<file path="src/common/tpc_pkg.sv">
package tpc_pkg;
	// register offsets on the 8-bit host address
	localparam logic [7:0] OFS_PD_RANGE_CH0 = 8'h52;
	localparam logic [7:0] OFS_CHARGE_CH0 = 8'h53;
	localparam logic [7:0] OFS_CLK_DIV = 8'h54;
	localparam logic [7:0] OFS_WIDTH_UPPER = 8'h55;
	localparam logic [7:0] OFS_WIDTH_CH2 = 8'h56;
	localparam logic [7:0] OFS_WIDTH_CH1 = 8'h57;
	localparam logic [7:0] OFS_WIDTH_CH0 = 8'h58;
	localparam logic [7:0] OFS_OFF_UPPER = 8'h59;
	localparam logic [7:0] OFS_OFF_CH2 = 8'h5a;
	localparam logic [7:0] OFS_OFF_CH1 = 8'h5b;
	// reset values
	localparam logic [7:0] RST_REG = 8'h00;
	// field positions in the divider register
	localparam int DIV_WIDTH_LSB = 4;
	localparam int DIV_MULTI_LSB = 0;
	localparam int SEL_BITS = 5;
	localparam int DIV_SEL_BITS = 4;
	localparam logic [3:0] DIV_SEL_MAX = 4'h7;
	// charge current step in microamps
	localparam int CHARGE_STEP_UA = 10;

	// host register access, one byte per request
	typedef struct packed {
		logic wr;
		logic rd;
		logic [7:0] addr;
		logic [7:0] wdata;
	} tpc_req_t;

	// decoded configuration handed to the analog and timer sections
	typedef struct packed {
		logic [4:0] charge_current_sel_ch0;
		logic [4:0] photodetector_range_sel_ch0;
		logic [3:0] width_div_sel;
		logic [3:0] multi_div_sel;
		logic [9:0] width_on_count_ch0;
		logic [9:0] width_on_count_ch1;
		logic [9:0] width_on_count_ch2;
		logic [9:0] multi_pulse_off_count_ch1;
		logic [9:0] multi_pulse_off_count_ch2;
		logic [1:0] multi_pulse_off_count_ch0_upper;
	} tpc_cfg_t;
endpackage

</file>
<file path="src/core/tpc_regs.sv">
// What this block does
// - divider register: width-generator select upper nibble, multi-pulse select lower nibble
// - width-generator divider divides clock by two to the select, 1 up to 128
// - multi-pulse divider uses the same power-of-two encoding, 1 up to 128
// - channel 0 charge current select: 10 uA steps, 10 uA to 320 uA
`timescale 1ns/10ps
`default_nettype none
module tpc_regs (
	// clock and reset
	input wire logic ref_clk,
	input wire logic nrst,
	// host register port
	input wire tpc_pkg::tpc_req_t req,
	output logic [7:0] rdata,
	output logic rvalid,
	output logic hit,
	// configuration outputs
	output var tpc_pkg::tpc_cfg_t cfg,
	output logic [8:0] charge_current_ua_ch0,
	// divided generator ticks
	output logic width_tick,
	output logic multi_tick
);
	typedef struct packed {
		logic [7:0] pd_range;
		logic [7:0] charge;
		logic [7:0] clk_div;
		logic [7:0] width_upper;
		logic [7:0] width_ch2;
		logic [7:0] width_ch1;
		logic [7:0] width_ch0;
		logic [7:0] off_upper;
		logic [7:0] off_ch2;
		logic [7:0] off_ch1;
		logic [7:0] rdata;
		logic rvalid;
		logic hit;
		logic [8:0] charge_ua;
	} tpc_reg_state_t;

	tpc_reg_state_t st;
	tpc_reg_state_t next_st;
	logic width_tick_w;
	logic multi_tick_w;

	// address decode shared by read and write paths
	function automatic logic is_mapped(input logic [7:0] a);
		return (a >= tpc_pkg::OFS_PD_RANGE_CH0) && (a <= tpc_pkg::OFS_OFF_CH1);
	endfunction

	// current in microamps for a 5-bit select
	function automatic logic [8:0] charge_ua(input logic [4:0] s);
		return 9'((int'(s) + 1) * tpc_pkg::CHARGE_STEP_UA);
	endfunction

	// write, readback and decode; reserved bits store and read as zero
	always_comb
	begin
		next_st = st;
		next_st.rvalid = req.rd;
		next_st.hit = is_mapped(req.addr) && (req.rd || req.wr);
		if (req.wr)
		begin
			case (req.addr)
				tpc_pkg::OFS_PD_RANGE_CH0: next_st.pd_range = {3'h0, req.wdata[4:0]};
				tpc_pkg::OFS_CHARGE_CH0: next_st.charge = {3'h0, req.wdata[4:0]};
				tpc_pkg::OFS_CLK_DIV: next_st.clk_div = req.wdata;
				tpc_pkg::OFS_WIDTH_UPPER: next_st.width_upper = {2'h0, req.wdata[5:0]};
				tpc_pkg::OFS_WIDTH_CH2: next_st.width_ch2 = req.wdata;
				tpc_pkg::OFS_WIDTH_CH1: next_st.width_ch1 = req.wdata;
				tpc_pkg::OFS_WIDTH_CH0: next_st.width_ch0 = req.wdata;
				tpc_pkg::OFS_OFF_UPPER: next_st.off_upper = {2'h0, req.wdata[5:0]};
				tpc_pkg::OFS_OFF_CH2: next_st.off_ch2 = req.wdata;
				tpc_pkg::OFS_OFF_CH1: next_st.off_ch1 = req.wdata;
				default: ;
			endcase
		end
		next_st.rdata = 8'h00;
		if (req.rd)
		begin
			case (req.addr)
				tpc_pkg::OFS_PD_RANGE_CH0: next_st.rdata = st.pd_range;
				tpc_pkg::OFS_CHARGE_CH0: next_st.rdata = st.charge;
				tpc_pkg::OFS_CLK_DIV: next_st.rdata = st.clk_div;
				tpc_pkg::OFS_WIDTH_UPPER: next_st.rdata = st.width_upper;
				tpc_pkg::OFS_WIDTH_CH2: next_st.rdata = st.width_ch2;
				tpc_pkg::OFS_WIDTH_CH1: next_st.rdata = st.width_ch1;
				tpc_pkg::OFS_WIDTH_CH0: next_st.rdata = st.width_ch0;
				tpc_pkg::OFS_OFF_UPPER: next_st.rdata = st.off_upper;
				tpc_pkg::OFS_OFF_CH2: next_st.rdata = st.off_ch2;
				tpc_pkg::OFS_OFF_CH1: next_st.rdata = st.off_ch1;
				default: next_st.rdata = 8'h00; // unmapped reads as zero
			endcase
		end
		// registered from the next value so the current changes on the same edge as the charge register
		next_st.charge_ua = charge_ua(next_st.charge[4:0]);
	end

	always_ff @(posedge ref_clk or negedge nrst)
	begin
		if (!nrst)
		begin
			st <= '0;
			st.charge_ua <= 9'(tpc_pkg::CHARGE_STEP_UA);
		end
		else
			st <= next_st;
	end

	// nibble split of the divider register
	tpc_divider #(.CNT_BITS(7)) u_width_div (
		.ref_clk(ref_clk),
		.nrst(nrst),
		.sel(st.clk_div[tpc_pkg::DIV_WIDTH_LSB +: tpc_pkg::DIV_SEL_BITS]),
		.tick(width_tick_w)
	);

	tpc_divider #(.CNT_BITS(7)) u_multi_div (
		.ref_clk(ref_clk),
		.nrst(nrst),
		.sel(st.clk_div[tpc_pkg::DIV_MULTI_LSB +: tpc_pkg::DIV_SEL_BITS]),
		.tick(multi_tick_w)
	);

	// outputs all come from flip-flops
	assign rdata = st.rdata;
	assign rvalid = st.rvalid;
	assign hit = st.hit;
	assign charge_current_ua_ch0 = st.charge_ua;
	assign width_tick = width_tick_w;
	assign multi_tick = multi_tick_w;
	assign cfg.charge_current_sel_ch0 = st.charge[4:0];
	assign cfg.photodetector_range_sel_ch0 = st.pd_range[4:0];
	assign cfg.width_div_sel = st.clk_div[7:4];
	assign cfg.multi_div_sel = st.clk_div[3:0];
	assign cfg.width_on_count_ch0 = {st.width_upper[1:0], st.width_ch0};
	assign cfg.width_on_count_ch1 = {st.width_upper[3:2], st.width_ch1};
	assign cfg.width_on_count_ch2 = {st.width_upper[5:4], st.width_ch2};
	assign cfg.multi_pulse_off_count_ch1 = {st.off_upper[3:2], st.off_ch1};
	assign cfg.multi_pulse_off_count_ch2 = {st.off_upper[5:4], st.off_ch2};
	assign cfg.multi_pulse_off_count_ch0_upper = st.off_upper[1:0];
endmodule
`default_nettype wire

</file>
<file path="src/core/tpc_divider.sv">
`timescale 1ns/10ps
`default_nettype none
// power-of-two clock-enable divider: one tick every 2**sel clocks, sel above 7 treated as 7
module tpc_divider #(
	parameter int CNT_BITS = 7
) (
	// clock and reset
	input wire logic ref_clk,
	input wire logic nrst,
	// control
	input wire logic [3:0] sel,
	// divided tick
	output logic tick
);
	// the slowest rate needs a full 7-bit count, refuse anything shorter
	if (CNT_BITS < 7)
	begin : g_cnt_check
		$error("tpc_divider needs at least 7 counter bits for divide-by-128");
	end

	typedef struct packed {
		logic [CNT_BITS-1:0] cnt;
		logic tick;
	} tpc_div_state_t;

	tpc_div_state_t st;
	tpc_div_state_t next_st;
	logic [CNT_BITS-1:0] mask;

	// codes above 0111 are clamped to divide-by-128
	always_comb
	begin
		next_st = st;
		mask = '0;
		for (int i = 0; i < CNT_BITS; i++)
			if (i < int'((sel > tpc_pkg::DIV_SEL_MAX) ? tpc_pkg::DIV_SEL_MAX : sel))
				mask[i] = 1'b1;
		next_st.tick = ((st.cnt & mask) == mask);
		next_st.cnt = (next_st.tick) ? '0 : CNT_BITS'(st.cnt + 1'b1);
	end

	always_ff @(posedge ref_clk or negedge nrst)
	begin
		if (!nrst)
			st <= '0;
		else
			st <= next_st;
	end

	assign tick = st.tick;
endmodule
`default_nettype wire

</file>
<file path="config.mk">
export PLATFORM = sky130hd
export DESIGN_NAME = tpc_regs
export DESIGN_NICKNAME = d
export VERILOG_FILES = /design/src/common/tpc_pkg.sv /design/src/core/tpc_regs.sv /design/src/core/tpc_divider.sv
export SDC_FILE = /design/constraint.sdc
export NUM_CORES = 1
export LEC_CHECK = 0
export BUFFER_PORTS_ARGS = -buffer_cell sky130_fd_sc_hd__buf_2
export CELL_PAD_IN_SITES_DETAIL_PLACEMENT = 0
export CELL_PAD_IN_SITES_GLOBAL_PLACEMENT = 1
export CORE_UTILIZATION = 39
export DETAILED_ROUTE_END_ITERATION = 8
export HOLD_SLACK_MARGIN = 0.15
export PLACE_DENSITY = 0.86
export SYNTH_ARGS = -nofsm -noshare
export SYNTH_HDL_FRONTEND = slang
export SYNTH_HIERARCHICAL = 1
export SYNTH_SLANG_ARGS = --single-unit
</file>
<file path="constraint.sdc">
create_clock -name ref_clk -period 2.25 [get_ports ref_clk]
set_clock_uncertainty 0.15 [all_clocks]
set_input_delay 0.1125 -clock ref_clk [delete_from_list [all_inputs] [get_ports ref_clk]]
set_output_delay 0.1125 -clock ref_clk [all_outputs]
set_load 0.05 [all_outputs]
</file>
**Yosys cells after proc, flatten, opt, wreduce, memory -nomap -nowiden**

Index checks and enable logic that the tools add are counted.

- Flip-flop bits (word level): 104
- Input port bits: 20
- Output and inout bits: 91
- Logic and storage cells: 96

- Add/subtract/negate cells: 3
- Multiply operators: 1
- $lt $le $gt $ge: 18
- Equal/unequal tests: 12
- Mux-type cells: 30
- Bitwise operators: 2
- Reduce and logical (&&, ||, !) cells: 12

Operator list:

| kind | count |
|---|---|
| 4-bit by 32-bit less-than comparator with 1-bit output (first input constant) | 6 |
| 3-bit by 32-bit less-than comparator with 1-bit output (first input constant) | 4 |
| 8-bit by 7-bit equality test with 1-bit output (second input constant) | 10 |
| 8-bit one-hot mux with 10 select lines | 1 |
| 69-bit two-way mux | 1 |
| 8-bit two-way mux | 7 |
| 1-bit by 32-bit less-than comparator with 1-bit output (first input constant) | 1 |
| 2-bit by 32-bit less-than comparator with 1-bit output (first input constant) | 1 |
| 2-bit AND reduction | 9 |
| 7-bit by 1-bit adder with 7-bit output (second input constant) | 2 |
| 7-bit AND | 2 |
| 7-bit equality test | 2 |
| 1-bit two-way mux | 14 |
| 7-bit two-way mux | 2 |
| 6-bit two-way mux | 2 |
| 8-bit by 7-bit >= comparator with 1-bit output (second input constant) | 1 |
| 4-bit by 3-bit > comparator with 1-bit output (second input constant) | 2 |
| 8-bit by 7-bit less-or-equal comparator with 1-bit output (second input constant) | 1 |
| 1-bit by 4-bit less-than comparator with 1-bit output (first input constant) | 2 |
| 6-bit by 3-bit multiplier with 8-bit output (second input constant) | 1 |
| 4-bit two-way mux | 2 |
| 5-bit by 1-bit adder with 6-bit output (second input constant) | 1 |
| 5-bit two-way mux | 1 |
| 1-bit logical AND | 2 |
| 1-bit logical OR | 1 |

**Depth between registers and ports, before layout**

- Word-level depth: 7
- Mapped depth: 12
- Mapped depth without buffers: 10

**By module**

The synthesis kept the hierarchy.

By module, submodules not included:

| module | instances | cells each | area an instance (um^2) | seq. area each (um^2) |
|---|---|---|---|---|
| tpc_regs | 1 | 311 | 4261.6 | 2204.6 |
| tpc_divider | 2 | 39 | 417.9 | 200.2 |

**Worst setup path before layout**

Ideal clock, no wire load.

- Kind: in2reg
- From: input port req[8] (netlist name)
- To: register st, in the netlist charge_current_ua_ch0[8]
- Setup time: 80 ps
- Arrival: 2680 ps
- Data required time: 2020 ps
- Slack: -661 ps
- Stages: 11
- Path buffers: 2
- Cell sequence: buf_2 nand3_1 nor4_4 buf_2 mux2i_1 ha_1 ha_1 fa_1 a21o_1 a21oi_1 xnor2_1

RTL lines:

| item | line | text |
|---|---|---|
| from (decl) | tpc_regs.sv:13 | `input wire tpc_pkg::tpc_req_t req,` |
| to (signal assigned) | tpc_regs.sv:107 | `st <= next_st;` |
| to (decl) | tpc_regs.sv:41 | `tpc_reg_state_t st;` |

==> results.md <==
- Total power: 4510 uW
- Cells after Synth: 389
- Clock latency at the later pin of the worst-skew pair: 0.35 ns
- Final wirelength: 13000 um
- Post-synthesis async set-or-reset flop share: 1.00
- Num CTS Buffers: 9
- Number of global-route vias before repair: 3744
- Worst path slowest cell: dfrtp_2
- Initial Util: 0.402
- Hpwl dp: 9350 um
- Hold Path Class: in2reg
- Row cnt: 41
- Yosys synthesis warning count: 6
- Synth top area share: 0.501
- Max-slew violations: 0
- Hold slack: 0.165 ns
- Peak supply drop: 413 uV
- H-tree levels: 3
- 1st-iter DRT viols: 223
- IO Pins: 111
- Longest Clk Path Bufs: 2
- Critical path arrival: 2.60 ns
- Final Cycle Share: 1.10
- First-pass GRT wire length: 20400 um
- Syn avg cell area: 13.1 sq um
- Final Non-Filler Cells: 726
- Setup violations, final: 3
- Top post-synthesis cells by area: dfrtp_1 (50%), mux2_2 (15%), mux4_2 (3.1%)
- Period minus WS final: 2.48 ns
- Crit start category: flip-flop
- Synth area leader: dfrtp_1
- Final setup margin: -0.232 ns
- Violated checks: setup timing
- Crit-path cells: and3_4 -> xnor2_1 -> mux2i_1 -> ha_1 -> ha_4 -> fa_2 -> a21o_1 -> a21oi_2 -> xnor2_1
- Post-synthesis sequential area ratio: 0.511
- IO buf count: 109
- DIE AREA: 0.0135 sq mm
- Final antenna diode count: 0
- Core Region: 0.0127 sq mm
- Dpl cells: 692
- Pwr/cell area: 679 mW/mm^2
- Leak: 0.00341 uW
- WL/cell: 17.8 um
- CP Capture Type: flip-flop
- Layout area overhead: 30.4%
- Final hold vios: 0
- WP buf/inv: 0
- Max_slew headroom: 0.630
- Via total after detailed routing: 3727
- Synthesized area: 0.00510 sq mm
- Clk slew on worst S/H paths: 0.07 ns
- DIE WIDTH: 116 um
- Most common cell after layout, fill and taps aside: buf_2
- CTS root buf: clkbuf_16
- Placer congestion estimate: 0.819
- MaxCap Viol Count: 0
- Critical Path Most Common Cell: xnor2_1
- CTS tree: built
- CP required: 2.37 ns
- DIE HEIGHT: 116 um
- Synth Net Count: 420
- Layout cell share with drive strength beyond 1: 0.513
- Clock sink count: 104
- Worst Tran Pin Value: 0.555 ns
- Initial antenna violation count: 0
- Ys flop type: dfrtp_1
- Remaining DRCs: 0
- Tot GR Track Use: 0.205
- Fmax: 0.403 GHz
- Remaining Overflow, GRT: 0
- Layout Nets: 580
- Synth Register Bits: 104
- RSZ-0062 raised after global routing: yes
- Most frequent cells in the layout: buf_2 (108), dfrtp_1 (99), mux2_2 (68)
- Post-route ant nets: 0
- Final Core Density: 0.525
- Crit path max fanout: 4
- Number of fill cells: 1090
- Crit-path max cell delay: 0.46 ns
- Pin count of the biggest net entering global routing: 49
- Crit Path Category: reg2reg
- Drt via density: 5.13
- Distinct cells, synth: 53
- Drt pass-1 iters: 4
- Status: finished with violations
- Post-synth EDFFs: 0
- CP top delay family: adder cells
[power breakdown]
| group | switching (uW) | internal [uW] | total (uW) |
|---|---|---|---|
| Clock | 718 | 900 | 1620 |
| Combinational | 573 | 271 | 844 |
| Sequential | 84.6 | 1970 | 2050 |
[worst register-to-register path, cell delays in order (launching register included)]
cell,delay (ns)
dfrtp_2,0.46
and3_4,0.18
xnor2_1,0.12
mux2i_1,0.19
ha_1,0.30
ha_4,0.18
fa_2,0.35
a21o_1,0.20
a21oi_2,0.16
xnor2_1,0.14
[layer usage]
| layer | vias up | wire [um] | global-route usage |
|---|---|---|---|
| li1 | 1732 | - | - |
| met4 | 0 | 262 | 0.0769 |
| met5 | - | 0 | 0 |
| met2 | 93 | 6370 | 0.327 |
| met1 | 1881 | 5690 | 0.270 |
| met3 | 21 | 625 | 0.0498 |
[path summary, 6_finish.rpt]
path | depth (start not counted) | startpoint | to | slack (ns)
worst max-delay path | 9 | cfg[66]$_DFF_PN0_ | charge_current_ua_ch0[8]$_DFF_PN0_ | -0.23
worst min-delay path | 4 | req[1] | cfg[51]$_DFFE_PN0P_ | 0.17
worst max register to register | 9 | cfg[66]$_DFF_PN0_ | charge_current_ua_ch0[8]$_DFF_PN0_ | -0.23
worst min register to register | 1 | cfg[2]$_DFFE_PN0P_ | cfg[2]$_DFFE_PN0P_ | 0.38
max in group asynchronous | 4 | nrst | cfg[67]$_DFF_PN0_ | 0.31
min in group asynchronous | 3 | nrst | charge_current_ua_ch0[3]$_DFF_PN1_ | 0.69
[cell usage after synthesis, types with 5 or more instances]
library cell	count
dfrtp_1	102
mux2_2	68
nor2_1	24
nand2_1	13
xor2_1	12
a21oi_1	10
ha_1	10
mux2i_1	10
o21ai_0	10
xnor2_1	9
clkbuf_1	8
nand3_1	8
a22oi_1	7
mux4_2	7
buf_2	6
mux2_4	6
nand4_1	6
nand2b_1	5
nor2b_1	5
[sequential cells by signal, summed over array words and instances (netlist names)]
name,cells
rvalid,1
hit,1
u_multi_div/st,7
u_multi_div/tick,1
u_width_div/st,7
charge_current_ua_ch0,8
rdata,8
u_width_div/tick,1
cfg,70
[through the flow]
stage	cell area (sq um)	setup TNS (ns)	worst slack [ns]
6_report	6650	-0.458	-0.232
5_1_grt	6650	-0.707	-0.318
4_1_cts	6610	-0.332	-0.227
3_5_place_dp	6120	-1.46	-0.516
3_3_place_gp	6120	-1.21	-0.415
2_1_floorplan	5160	-0.833	-0.382
[kinds of logic after synthesis]
kind of cell	Yosys count	synth area share
muxes	91	0.218
DFF	104	0.511
other	1	0.000736
adders and majority gates	11	0.0285
and+or+nand+nor	89	0.110
AOI/OAI and AO/OA	51	0.0729
buffers and inverters	21	0.0221
xor gates and xnor gates	21	0.0361
[final cells by class]
cell class              count  area [sq um]  share of cell area
flip-flops and latches    104          2610               0.393
multi-input cells         264          2450               0.369
repair buffers            168          1060               0.159
clock buffers              10           239              0.0360
well taps                 172           215              0.0324
clock inverters             6          66.3             0.00998
inverters                   2          7.51             0.00113
[repair_timing]
action / CTS / global route
hold endpoints to repair: 169 / 0
pin swaps: 8 / 2
setup endpoints to repair: 3 / 3
buffers inserted: 2 / 3
gates resized for setup: 7 / 2
hold buffers: 13 / 0
Power figures use the tool's default switching activity.
